$ cat config.mk
export PLATFORM = sky130hd
export DESIGN_NAME = sbp_slip_buffer
export DESIGN_NICKNAME = d
export VERILOG_FILES = /design/src/design/sbp_fifo.v /design/src/design/sbp_slip_buffer.v
export VERILOG_INCLUDE_DIRS = /design/src /design/src/design
export SDC_FILE = /design/constraint.sdc
export NUM_CORES = 1
export LEC_CHECK = 0
export BUFFER_PORTS_ARGS = -buffer_cell sky130_fd_sc_hd__buf_2
export CAP_MARGIN = 0
export CORE_MARGIN = 2
export CORE_UTILIZATION = 30
export CTS_BUF_LIST = sky130_fd_sc_hd__clkbuf_8
export DETAILED_ROUTE_END_ITERATION = 7
export PLACE_DENSITY = 0.51
export REMOVE_ABC_BUFFERS = 1
export SYNTH_ARGS = -nofsm -noshare
export SYNTH_HDL_FRONTEND = slang
export SYNTH_SLANG_ARGS = --single-unit
$ cat constraint.sdc
create_clock -name clk -period 4.05 [get_ports clk]
set_input_delay 0.405 -clock clk [delete_from_list [all_inputs] [get_ports clk]]
set_output_delay 0.405 -clock clk [all_outputs]
set_load 0.02 [all_outputs]
$ cat src/design/sbp_defines.vh
// Constants for the slip buffer and pointer justifier: frame geometry,
// pointer word layout, fill thresholds and reset values.
// Assumes an include by bare name from every design file that needs it.
//
// Overview of operation
// - Bytes enter on upstream clock edges, leave on local read clock edges.
// - With fill inside the band, no adjustment; envelope offset stays fixed.
// - Fill below low threshold inserts one information-free dummy byte.
// - Dummy byte sits right after H3, moving J1 one byte later.
// - Positive stuff frame sends pointer word with I bits inverted.
// - Next frame restores I bits and carries pointer plus one.
// - Fill above high threshold removes one byte by negative stuffing.
// - The negatively stuffed byte is payload and is still delivered.
// - Negative stuff puts the extra payload byte into the H3 slot.
// - Negative stuff frame sends pointer word with D bits inverted.
// - Next frame restores D bits and carries pointer minus one.
// - Pointer is low ten bits of H1/H2; never above 0x30E.
// - Pointer zero puts J1 in the slot right after H3.
`ifndef SBP_DEFINES_VH
`define SBP_DEFINES_VH

// Frame geometry
`define SBP_ROWS         4'h9
`define SBP_COLS         7'h5a
`define SBP_TOH_COLS     7'h03
`define SBP_PTR_ROW      4'h3
`define SBP_H1_COL       7'h00
`define SBP_H2_COL       7'h01
`define SBP_H3_COL       7'h02
`define SBP_AFTER_H3_COL 7'h03

// Pointer word layout
`define SBP_NDF_NORMAL   4'h6
`define SBP_SS_BITS      2'h0
`define SBP_I_MASK       10'h2aa
`define SBP_D_MASK       10'h155
`define SBP_PTR_MAX      10'h30e
`define SBP_PTR_RESET    10'h000

// Buffer fill thresholds
`define SBP_FILL_LOW     5'h04
`define SBP_FILL_HIGH    5'h0c

// Byte values
`define SBP_FILL_BYTE    8'h00

`endif

$ cat src/design/sbp_fifo.v
// Single-clock FIFO with show-ahead read and valid/ready on both sides.
// Assumes both sides run on clk; fill level is exported for the justifier.
`timescale 1ns/1ps
module sbp_fifo #(
    parameter WIDTH = 8,
    parameter DEPTH = 16,
    parameter AW    = 4
) (
    // Clock and reset
    input  wire             clk,
    input  wire             sys_rst,
    // Fill side
    input  wire             in_valid,
    output wire             in_ready,
    input  wire [WIDTH-1:0] in_data,
    // Drain side
    output wire             out_valid,
    input  wire             out_ready,
    output wire [WIDTH-1:0] out_data,
    // Status
    output wire [AW:0]      fill_count
);

    reg [WIDTH-1:0] mem [0:DEPTH-1];
    reg [AW-1:0]    wr_ptr_ff;
    reg [AW-1:0]    rd_ptr_ff;
    reg [AW:0]      count_ff;
    wire            push;
    wire            pop;

    localparam [AW:0] FULL_COUNT = DEPTH[AW:0];

    // Full and empty come straight from the count, no lookahead
    assign in_ready   = (count_ff != FULL_COUNT);
    assign out_valid  = (count_ff != {(AW+1){1'b0}});
    assign out_data   = mem[rd_ptr_ff];
    assign fill_count = count_ff;
    assign push       = in_valid & in_ready;
    assign pop        = out_valid & out_ready;

    // Storage has no reset; only pointers and count define validity
    always @(posedge clk) begin
        if (push) begin
            mem[wr_ptr_ff] <= in_data;
        end
    end

    // Pointers and count
    always @(posedge clk) begin
        if (sys_rst) begin
            wr_ptr_ff <= {AW{1'b0}};
            rd_ptr_ff <= {AW{1'b0}};
            count_ff  <= {(AW+1){1'b0}};
        end else begin
            if (push) begin
                wr_ptr_ff <= wr_ptr_ff + {{(AW-1){1'b0}}, 1'b1};
            end
            if (pop) begin
                rd_ptr_ff <= rd_ptr_ff + {{(AW-1){1'b0}}, 1'b1};
            end
            if (push & ~pop) begin
                count_ff <= count_ff + {{AW{1'b0}}, 1'b1};
            end else if (pop & ~push) begin
                count_ff <= count_ff - {{AW{1'b0}}, 1'b1};
            end
        end
    end

endmodule

$ cat src/design/sbp_slip_buffer.v
// Slip buffer between an upstream byte stream and a locally timed STS-1
// frame generator that justifies the pointer by positive and negative stuffing.
// Assumes both link clocks are far slower than clk (at least 6 clk per period)
// and upstream data is stable around the rising edge of its clock.
`timescale 1ns/1ps
`include "sbp_defines.vh"
module sbp_slip_buffer (
    // System
    input  wire       clk,
    input  wire       sys_rst,
    // Upstream write side
    input  wire       upstream_write_clock,
    input  wire       buffer_write_enable,
    input  wire [7:0] buffer_write_data,
    output reg        write_ready_ff,
    output reg        write_overflow_ff,
    // Local read side
    input  wire       local_read_clock,
    output reg  [7:0] buffer_read_data_ff,
    output reg        read_strobe_ff,
    output reg        read_frame_start_ff,
    output reg        read_payload_ff,
    output reg        read_j1_ff,
    output reg        read_pos_stuff_ff,
    output reg        read_neg_stuff_ff,
    output reg  [9:0] pointer_value_ff,
    output reg        read_underrun_ff
);

    // ****************************************************************
    // Adjustment states
    // ****************************************************************
    localparam [2:0] ADJ_NONE = 3'b001;
    localparam [2:0] ADJ_INC  = 3'b010;
    localparam [2:0] ADJ_DEC  = 3'b100;

    // ****************************************************************
    // Input synchronisers
    // ****************************************************************
    reg        wclk_s1_ff;
    reg        wclk_s2_ff;
    reg        wclk_s3_ff;
    reg        wen_s1_ff;
    reg        wen_s2_ff;
    reg  [7:0] wdat_s1_ff;
    reg  [7:0] wdat_s2_ff;
    reg        rclk_s1_ff;
    reg        rclk_s2_ff;
    reg        rclk_s3_ff;
    wire       wr_edge;
    wire       rd_edge;

    // Data rides the same two-stage path as its clock to stay aligned
    always @(posedge clk) begin
        if (sys_rst) begin
            wclk_s1_ff <= 1'b0;
            wclk_s2_ff <= 1'b0;
            wclk_s3_ff <= 1'b0;
            wen_s1_ff  <= 1'b0;
            wen_s2_ff  <= 1'b0;
            wdat_s1_ff <= 8'h00;
            wdat_s2_ff <= 8'h00;
            rclk_s1_ff <= 1'b0;
            rclk_s2_ff <= 1'b0;
            rclk_s3_ff <= 1'b0;
        end else begin
            wclk_s1_ff <= upstream_write_clock;
            wclk_s2_ff <= wclk_s1_ff;
            wclk_s3_ff <= wclk_s2_ff;
            wen_s1_ff  <= buffer_write_enable;
            wen_s2_ff  <= wen_s1_ff;
            wdat_s1_ff <= buffer_write_data;
            wdat_s2_ff <= wdat_s1_ff;
            rclk_s1_ff <= local_read_clock;
            rclk_s2_ff <= rclk_s1_ff;
            rclk_s3_ff <= rclk_s2_ff;
        end
    end

    // Rising edges, seen only after the second stage
    assign wr_edge = wclk_s2_ff & ~wclk_s3_ff;
    assign rd_edge = rclk_s2_ff & ~rclk_s3_ff;

    // ****************************************************************
    // Slip FIFO
    // ****************************************************************
    wire       fifo_in_valid;
    wire       fifo_in_ready;
    wire       fifo_out_valid;
    wire [7:0] fifo_out_data;
    wire [4:0] fifo_fill;
    reg        pop;

    assign fifo_in_valid = wr_edge & wen_s2_ff;

    sbp_fifo #(
        .WIDTH (8),
        .DEPTH (16),
        .AW    (4)
    ) u_fifo (
        .clk        (clk),
        .sys_rst    (sys_rst),
        .in_valid   (fifo_in_valid),
        .in_ready   (fifo_in_ready),
        .in_data    (wdat_s2_ff),
        .out_valid  (fifo_out_valid),
        .out_ready  (pop),
        .out_data   (fifo_out_data),
        .fill_count (fifo_fill)
    );

    // Back-pressure seen by upstream; a byte offered while full is lost
    always @(posedge clk) begin
        if (sys_rst) begin
            write_ready_ff    <= 1'b0;
            write_overflow_ff <= 1'b0;
        end else begin
            write_ready_ff    <= fifo_in_ready;
            write_overflow_ff <= fifo_in_valid & ~fifo_in_ready;
        end
    end

    // ****************************************************************
    // Frame position and justification state
    // ****************************************************************
    reg  [3:0] row_ff;
    reg  [6:0] col_ff;
    reg  [2:0] adj_ff;
    reg  [9:0] ptr_ff;
    reg  [9:0] spe_cnt_ff;
    reg        started_ff;
    reg  [2:0] nxt_adj;
    reg  [9:0] nxt_ptr;
    reg  [9:0] tx_ptr;
    wire       frame_start;
    wire       ptr_row;
    wire       env_slot;
    wire [15:0] ptr_word;

    assign frame_start = (row_ff == 4'h0) && (col_ff == 7'h00);
    assign ptr_row     = (row_ff == `SBP_PTR_ROW);
    assign env_slot    = (col_ff >= `SBP_TOH_COLS);

    // Frame start decides this frame's type and applies last frame's change.
    // An adjustment frame is never followed directly by another one.
    always @* begin
        nxt_adj = adj_ff;
        nxt_ptr = ptr_ff;
        if (frame_start) begin
            nxt_adj = ADJ_NONE;
            case (adj_ff)
                ADJ_INC: begin
                    nxt_ptr = (ptr_ff == `SBP_PTR_MAX) ? 10'h000 : ptr_ff + 10'h001;
                end
                ADJ_DEC: begin
                    nxt_ptr = (ptr_ff == 10'h000) ? `SBP_PTR_MAX : ptr_ff - 10'h001;
                end
                default: begin
                    if (started_ff && (fifo_fill < `SBP_FILL_LOW)) begin
                        nxt_adj = ADJ_INC;
                    end else if (started_ff && (fifo_fill > `SBP_FILL_HIGH)) begin
                        nxt_adj = ADJ_DEC;
                    end
                end
            endcase
        end
    end

    // Pointer field with I or D bits inverted during an adjustment frame
    always @* begin
        tx_ptr = ptr_ff;
        case (adj_ff)
            ADJ_INC: tx_ptr = ptr_ff ^ `SBP_I_MASK;
            ADJ_DEC: tx_ptr = ptr_ff ^ `SBP_D_MASK;
            default: tx_ptr = ptr_ff;
        endcase
    end

    assign ptr_word = {`SBP_NDF_NORMAL, `SBP_SS_BITS, tx_ptr};

    // Which slot takes a payload byte from the buffer
    always @* begin
        pop = 1'b0;
        if (rd_edge && fifo_out_valid) begin
            if (env_slot) begin
                // Dummy byte right after H3 in an increment frame
                pop = started_ff | (ptr_row && (col_ff == `SBP_AFTER_H3_COL));
                if (started_ff && ptr_row && (col_ff == `SBP_AFTER_H3_COL) && (adj_ff == ADJ_INC)) begin
                    pop = 1'b0;
                end
            end else if (ptr_row && (col_ff == `SBP_H3_COL) && (adj_ff == ADJ_DEC)) begin
                pop = 1'b1;
            end
        end
    end

    // Frame counters and justification registers
    always @(posedge clk) begin
        if (sys_rst) begin
            row_ff      <= 4'h0;
            col_ff      <= 7'h00;
            adj_ff      <= ADJ_NONE;
            ptr_ff      <= `SBP_PTR_RESET;
            spe_cnt_ff  <= 10'h000;
            started_ff  <= 1'b0;
        end else if (rd_edge) begin
            adj_ff <= nxt_adj;
            ptr_ff <= nxt_ptr;
            if (col_ff == `SBP_COLS - 7'h01) begin
                col_ff <= 7'h00;
                row_ff <= (row_ff == `SBP_ROWS - 4'h1) ? 4'h0 : row_ff + 4'h1;
            end else begin
                col_ff <= col_ff + 7'h01;
            end
            // Envelope alignment begins at pointer zero, slot after H3
            if (pop) begin
                started_ff <= 1'b1;
                spe_cnt_ff <= (spe_cnt_ff == `SBP_PTR_MAX) ? 10'h000 : spe_cnt_ff + 10'h001;
            end
        end
    end

    // ****************************************************************
    // Output byte assembly
    // ****************************************************************
    always @(posedge clk) begin
        if (sys_rst) begin
            buffer_read_data_ff <= `SBP_FILL_BYTE;
            read_strobe_ff      <= 1'b0;
            read_frame_start_ff <= 1'b0;
            read_payload_ff     <= 1'b0;
            read_j1_ff          <= 1'b0;
            read_pos_stuff_ff   <= 1'b0;
            read_neg_stuff_ff   <= 1'b0;
            pointer_value_ff    <= `SBP_PTR_RESET;
            read_underrun_ff    <= 1'b0;
        end else begin
            read_strobe_ff      <= rd_edge;
            read_frame_start_ff <= rd_edge & frame_start;
            read_payload_ff     <= pop;
            read_j1_ff          <= pop & (spe_cnt_ff == 10'h000);
            // An empty buffer at a payload slot is an underrun, not a stuff
            read_underrun_ff    <= rd_edge & started_ff & ~fifo_out_valid &
                                   (env_slot | (ptr_row && (col_ff == `SBP_H3_COL) && (adj_ff == ADJ_DEC)));
            if (rd_edge && frame_start) begin
                read_pos_stuff_ff <= (nxt_adj == ADJ_INC);
                read_neg_stuff_ff <= (nxt_adj == ADJ_DEC);
                pointer_value_ff  <= nxt_ptr;
            end
            if (rd_edge) begin
                if (pop) begin
                    buffer_read_data_ff <= fifo_out_data;
                end else if (ptr_row && (col_ff == `SBP_H1_COL)) begin
                    buffer_read_data_ff <= ptr_word[15:8];
                end else if (ptr_row && (col_ff == `SBP_H2_COL)) begin
                    buffer_read_data_ff <= ptr_word[7:0];
                end else begin
                    buffer_read_data_ff <= `SBP_FILL_BYTE;
                end
            end
        end
    end

endmodule

==> flow_metrics.env <==
export IMPL_cts_made_buffers=41
export IMPL_ys_types=61
export IMPL_synth_top_area_share_pct=39.1
export IMPL_cp_arrival_ns=3.85
export IMPL_worst_slew_pin_slew_ns=1.10
export IMPL_vias=6421
export IMPL_cpPeakStageDelay_ns=0.48
export IMPL_fin_skew_ns=0.0255
export IMPL_slowest_stage="or3b_2"
export IMPL_netlist_instances=808
export IMPL_cts_root_buf="clkbuf_8"
export IMPL_grtUsageTotal_pct=13.3
export IMPL_ys_ff_latch=231
export IMPL_max_clock_freq_mhz=295
export IMPL_synth_most_common_cell="edfxtp_1"
export IMPL_powerDensity_nw_per_um2=409
export IMPL_clk_pin_slew_ns=0.06
export IMPL_worst_ep_required_time_ns=4.51
export IMPL_cts_tree="done"
export IMPL_grt_pass1_wl_um=35300
export IMPL_clock_latency_ns=0.54
export IMPL_yosys_area_top_type="edfxtp_1"
export IMPL_gp_congestion=0.823
export IMPL_placed_cell_area_sq_um=10500
export IMPL_dpl_hpwl_um=14600
export IMPL_grt_pass1_vias=6322
export IMPL_vdd_drop_max_v=0.000196
export IMPL_cts_max_path_buffers=3
export IMPL_slew_headroom_pct=25.9
export IMPL_final_period_utilization_pct=83.7
export IMPL_hold_slack_ns=0.0707
export IMPL_overflow=0
export IMPL_drc=0
export IMPL_postSynth_asyncResetShare_pct=0
export IMPL_cp_start_kind="flop"
export IMPL_max_cap_violations=0
export IMPL_pin_count=40
export IMPL_crit_type="reg2reg"
export IMPL_status="completed"
export IMPL_seqPwrFrac_pct=54.5
export IMPL_rows=66
export IMPL_p_sw_share_pct=22.0
export IMPL_leakage_nw=3.90
export IMPL_clkPwrFrac_pct=43.0
export IMPL_synthTopCellsByCount="edfxtp_1 (128), dfxtp_1 (103), nor2_1 (88)"
export IMPL_drive_gt1_share_pct=17.4
export IMPL_cts_setup_buffers=0
export IMPL_cp_end_kind="flop"
export IMPL_synth_area_leaders="edfxtp_1 (39%), dfxtp_1 (21%), mux4_2 (7.1%), nor2_1 (3.4%), ha_1 (2.7%)"
export IMPL_grt_max_degree=64
export IMPL_numPortBuffers=39
export IMPL_syn_area_sq_um=9830
export IMPL_synth_flop_cell="edfxtp_1"
export IMPL_seq_area_frac_synth_pct=60.1
export IMPL_antenna_found_initial=0
export IMPL_fin_util_pct=34.9
export IMPL_vias_per_cell=4.84
export IMPL_wl_per_cell_um=16.6
export IMPL_core_sq_um=32400
export IMPL_yosysWarningCount=0
export IMPL_die_height_um=185
export IMPL_cp_max_fo=5
export IMPL_power_frac_comb_pct=2.5
export IMPL_crit_buf_inv=2
export IMPL_min_path_type="in2reg"
export IMPL_p_int_mw=3.60
export IMPL_ant_nets=0
export IMPL_timing_hold_violations_final=0
export IMPL_finalSetupViolCount=0
export IMPL_nets=891
export IMPL_switchingPower_mw=1.01
export IMPL_syn_area_per_cell_sq_um=12.2
export IMPL_wirelength_um=22000
export IMPL_stdcell_area_sq_um=11300
export IMPL_synth_edff_count=128
export IMPL_dr_first_iter_drc_count=427
export IMPL_start_util_pct=30.4
export IMPL_h_tree_depth=2
export IMPL_dr_pass1_iters=5
export IMPL_critical_path_top_delay_family="simple AND/OR/NAND/NOR gates"
export IMPL_crit_chain="ha_1, or3b_2, nor3_2, a41o_1, nor3_2, inv_1, ha_1, inv_1, fa_1, a21o_1, a21oi_1, xnor2_1, or3_1, a21oi_1"
export IMPL_die_area_sq_um=34200
export IMPL_period_needed_ns=3.39
export IMPL_syn_to_final_growth_pct=14.7
export IMPL_final_max_slew_viol_count=0
export IMPL_cts_sinks=231
export IMPL_rsz0062_at_grt="no"
export IMPL_holdBufCountCts=0
export IMPL_antenna_cells=0
export IMPL_ctsResizeCount=0
export IMPL_dieWidth_um=185
layer usage:
layer	GRT usage [%]	share of wire, %	vias up
li1	-	-	3099
met2	20.8	46	171
met1	18.3	46	3110
met4	4.19	1.9	0
met3	3.07	6.0	41
met5	0	0	-
worst register-to-register path: cells and delay by family, from the launching register on:
family,cells,cell delay (ns)
simple gates,4,1.10
xor+xnor,1,0.09
compound gates,4,0.77
fa+ha+maj,3,0.80
buf+inv,2,0.18
flops,1,0.38
through the flow:
step,TNS (ns),power (mW),worst slack (ns),std cells
after global routing,0,4.82,0.445,1328
after detailed placement,0,2.68,0.675,1255
after global placement,0,2.68,0.765,1255
after CTS,0,4.70,0.661,1328
final,0,4.61,0.661,1328
after floorplan,-0.140,2.62,-0.140,757
cells by family (layout without fill, tap and decap cells):
group           after synthesis  count (layout)  synth area share, %
compound gates              130             130                 8.65
xor+xnor                     28              28                 2.49
fa+ha+maj                    22              22                 2.88
buf+inv                      69             147                 2.81
flops                       231             231                 60.1
mux                          41              41                 8.13
simple gates                287             287                 15.0
placed cells by master, fill, tap and decap left out, types with 5 or more instances in the layout:
cell type  instances
edfxtp_1         128
dfxtp_1          102
nor2_1            88
nand2_1           48
clkbuf_8          44
buf_2             38
a21oi_1           36
inv_1             36
nor2b_1           34
mux4_2            31
nand3_1           25
o21ai_0           21
ha_1              21
xnor2_1           19
nor3_1            19
buf_4             18
a211oi_1          12
a22oi_1           10
a31oi_1            9
mux2i_1            9
xor2_1             9
nand2b_1           8
a311oi_1           8
nand4_1            7
or3_1              7
and3_1             6
a21o_1             6
or4_1              6
nor3_2             5
nor4b_1            5
nor3b_1            5
o21a_1             5
nor4_1             5
nand3b_1           5
state kept, by name, summed over array words and instances, names as in the netlist, 3 cells and up, named ones only:
name / cells
u_fifo.mem: 128
u_fifo.fill_count: 5
col_ff: 7
u_fifo.rd_ptr_ff: 4
adj_ff: 3
ptr_ff: 10
wdat_s1_ff: 8
spe_cnt_ff: 10
row_ff: 4
pointer_value_ff: 10
buffer_read_data_ff: 8
u_fifo.wr_ptr_ff: 4
wdat_s2_ff: 8
final cells by class:
| type | count | area, sq um |
|---|---|---|
| fill | 3268 | 21100 |
| tap | 442 | 553 |
| inverter | 18 | 67.6 |
| clock buffer | 44 | 606 |
| timing repair buffer | 56 | 325 |
| multi-input combinational | 508 | 3670 |
| sequential | 231 | 5910 |
| clock inverter | 29 | 153 |
power groups by stage:
stage | clock network, mW | logic [mW] | registers [mW]
2_1_floorplan | 0 | 0.0556 | 2.56
3_3_place_gp | 0 | 0.114 | 2.56
3_5_place_dp | 0 | 0.114 | 2.56
4_1_cts | 2.07 | 0.115 | 2.51
5_1_grt | 2.18 | 0.126 | 2.52
6_report | 1.98 | 0.113 | 2.51
worst paths after layout:
path                              from                    to  slack (ns)  cells after the start
setup reg to reg             row_ff[0]  u_fifo.fill_count[4]        0.66                     14
hold / removal    buffer_write_data[6]         wdat_s1_ff[6]        0.07                      2
setup / recovery             row_ff[0]  u_fifo.fill_count[4]        0.66                     14
hold reg to reg             rclk_s1_ff            rclk_s2_ff        0.42                      1
Note: power is estimated with default switching activity, not from simulation.
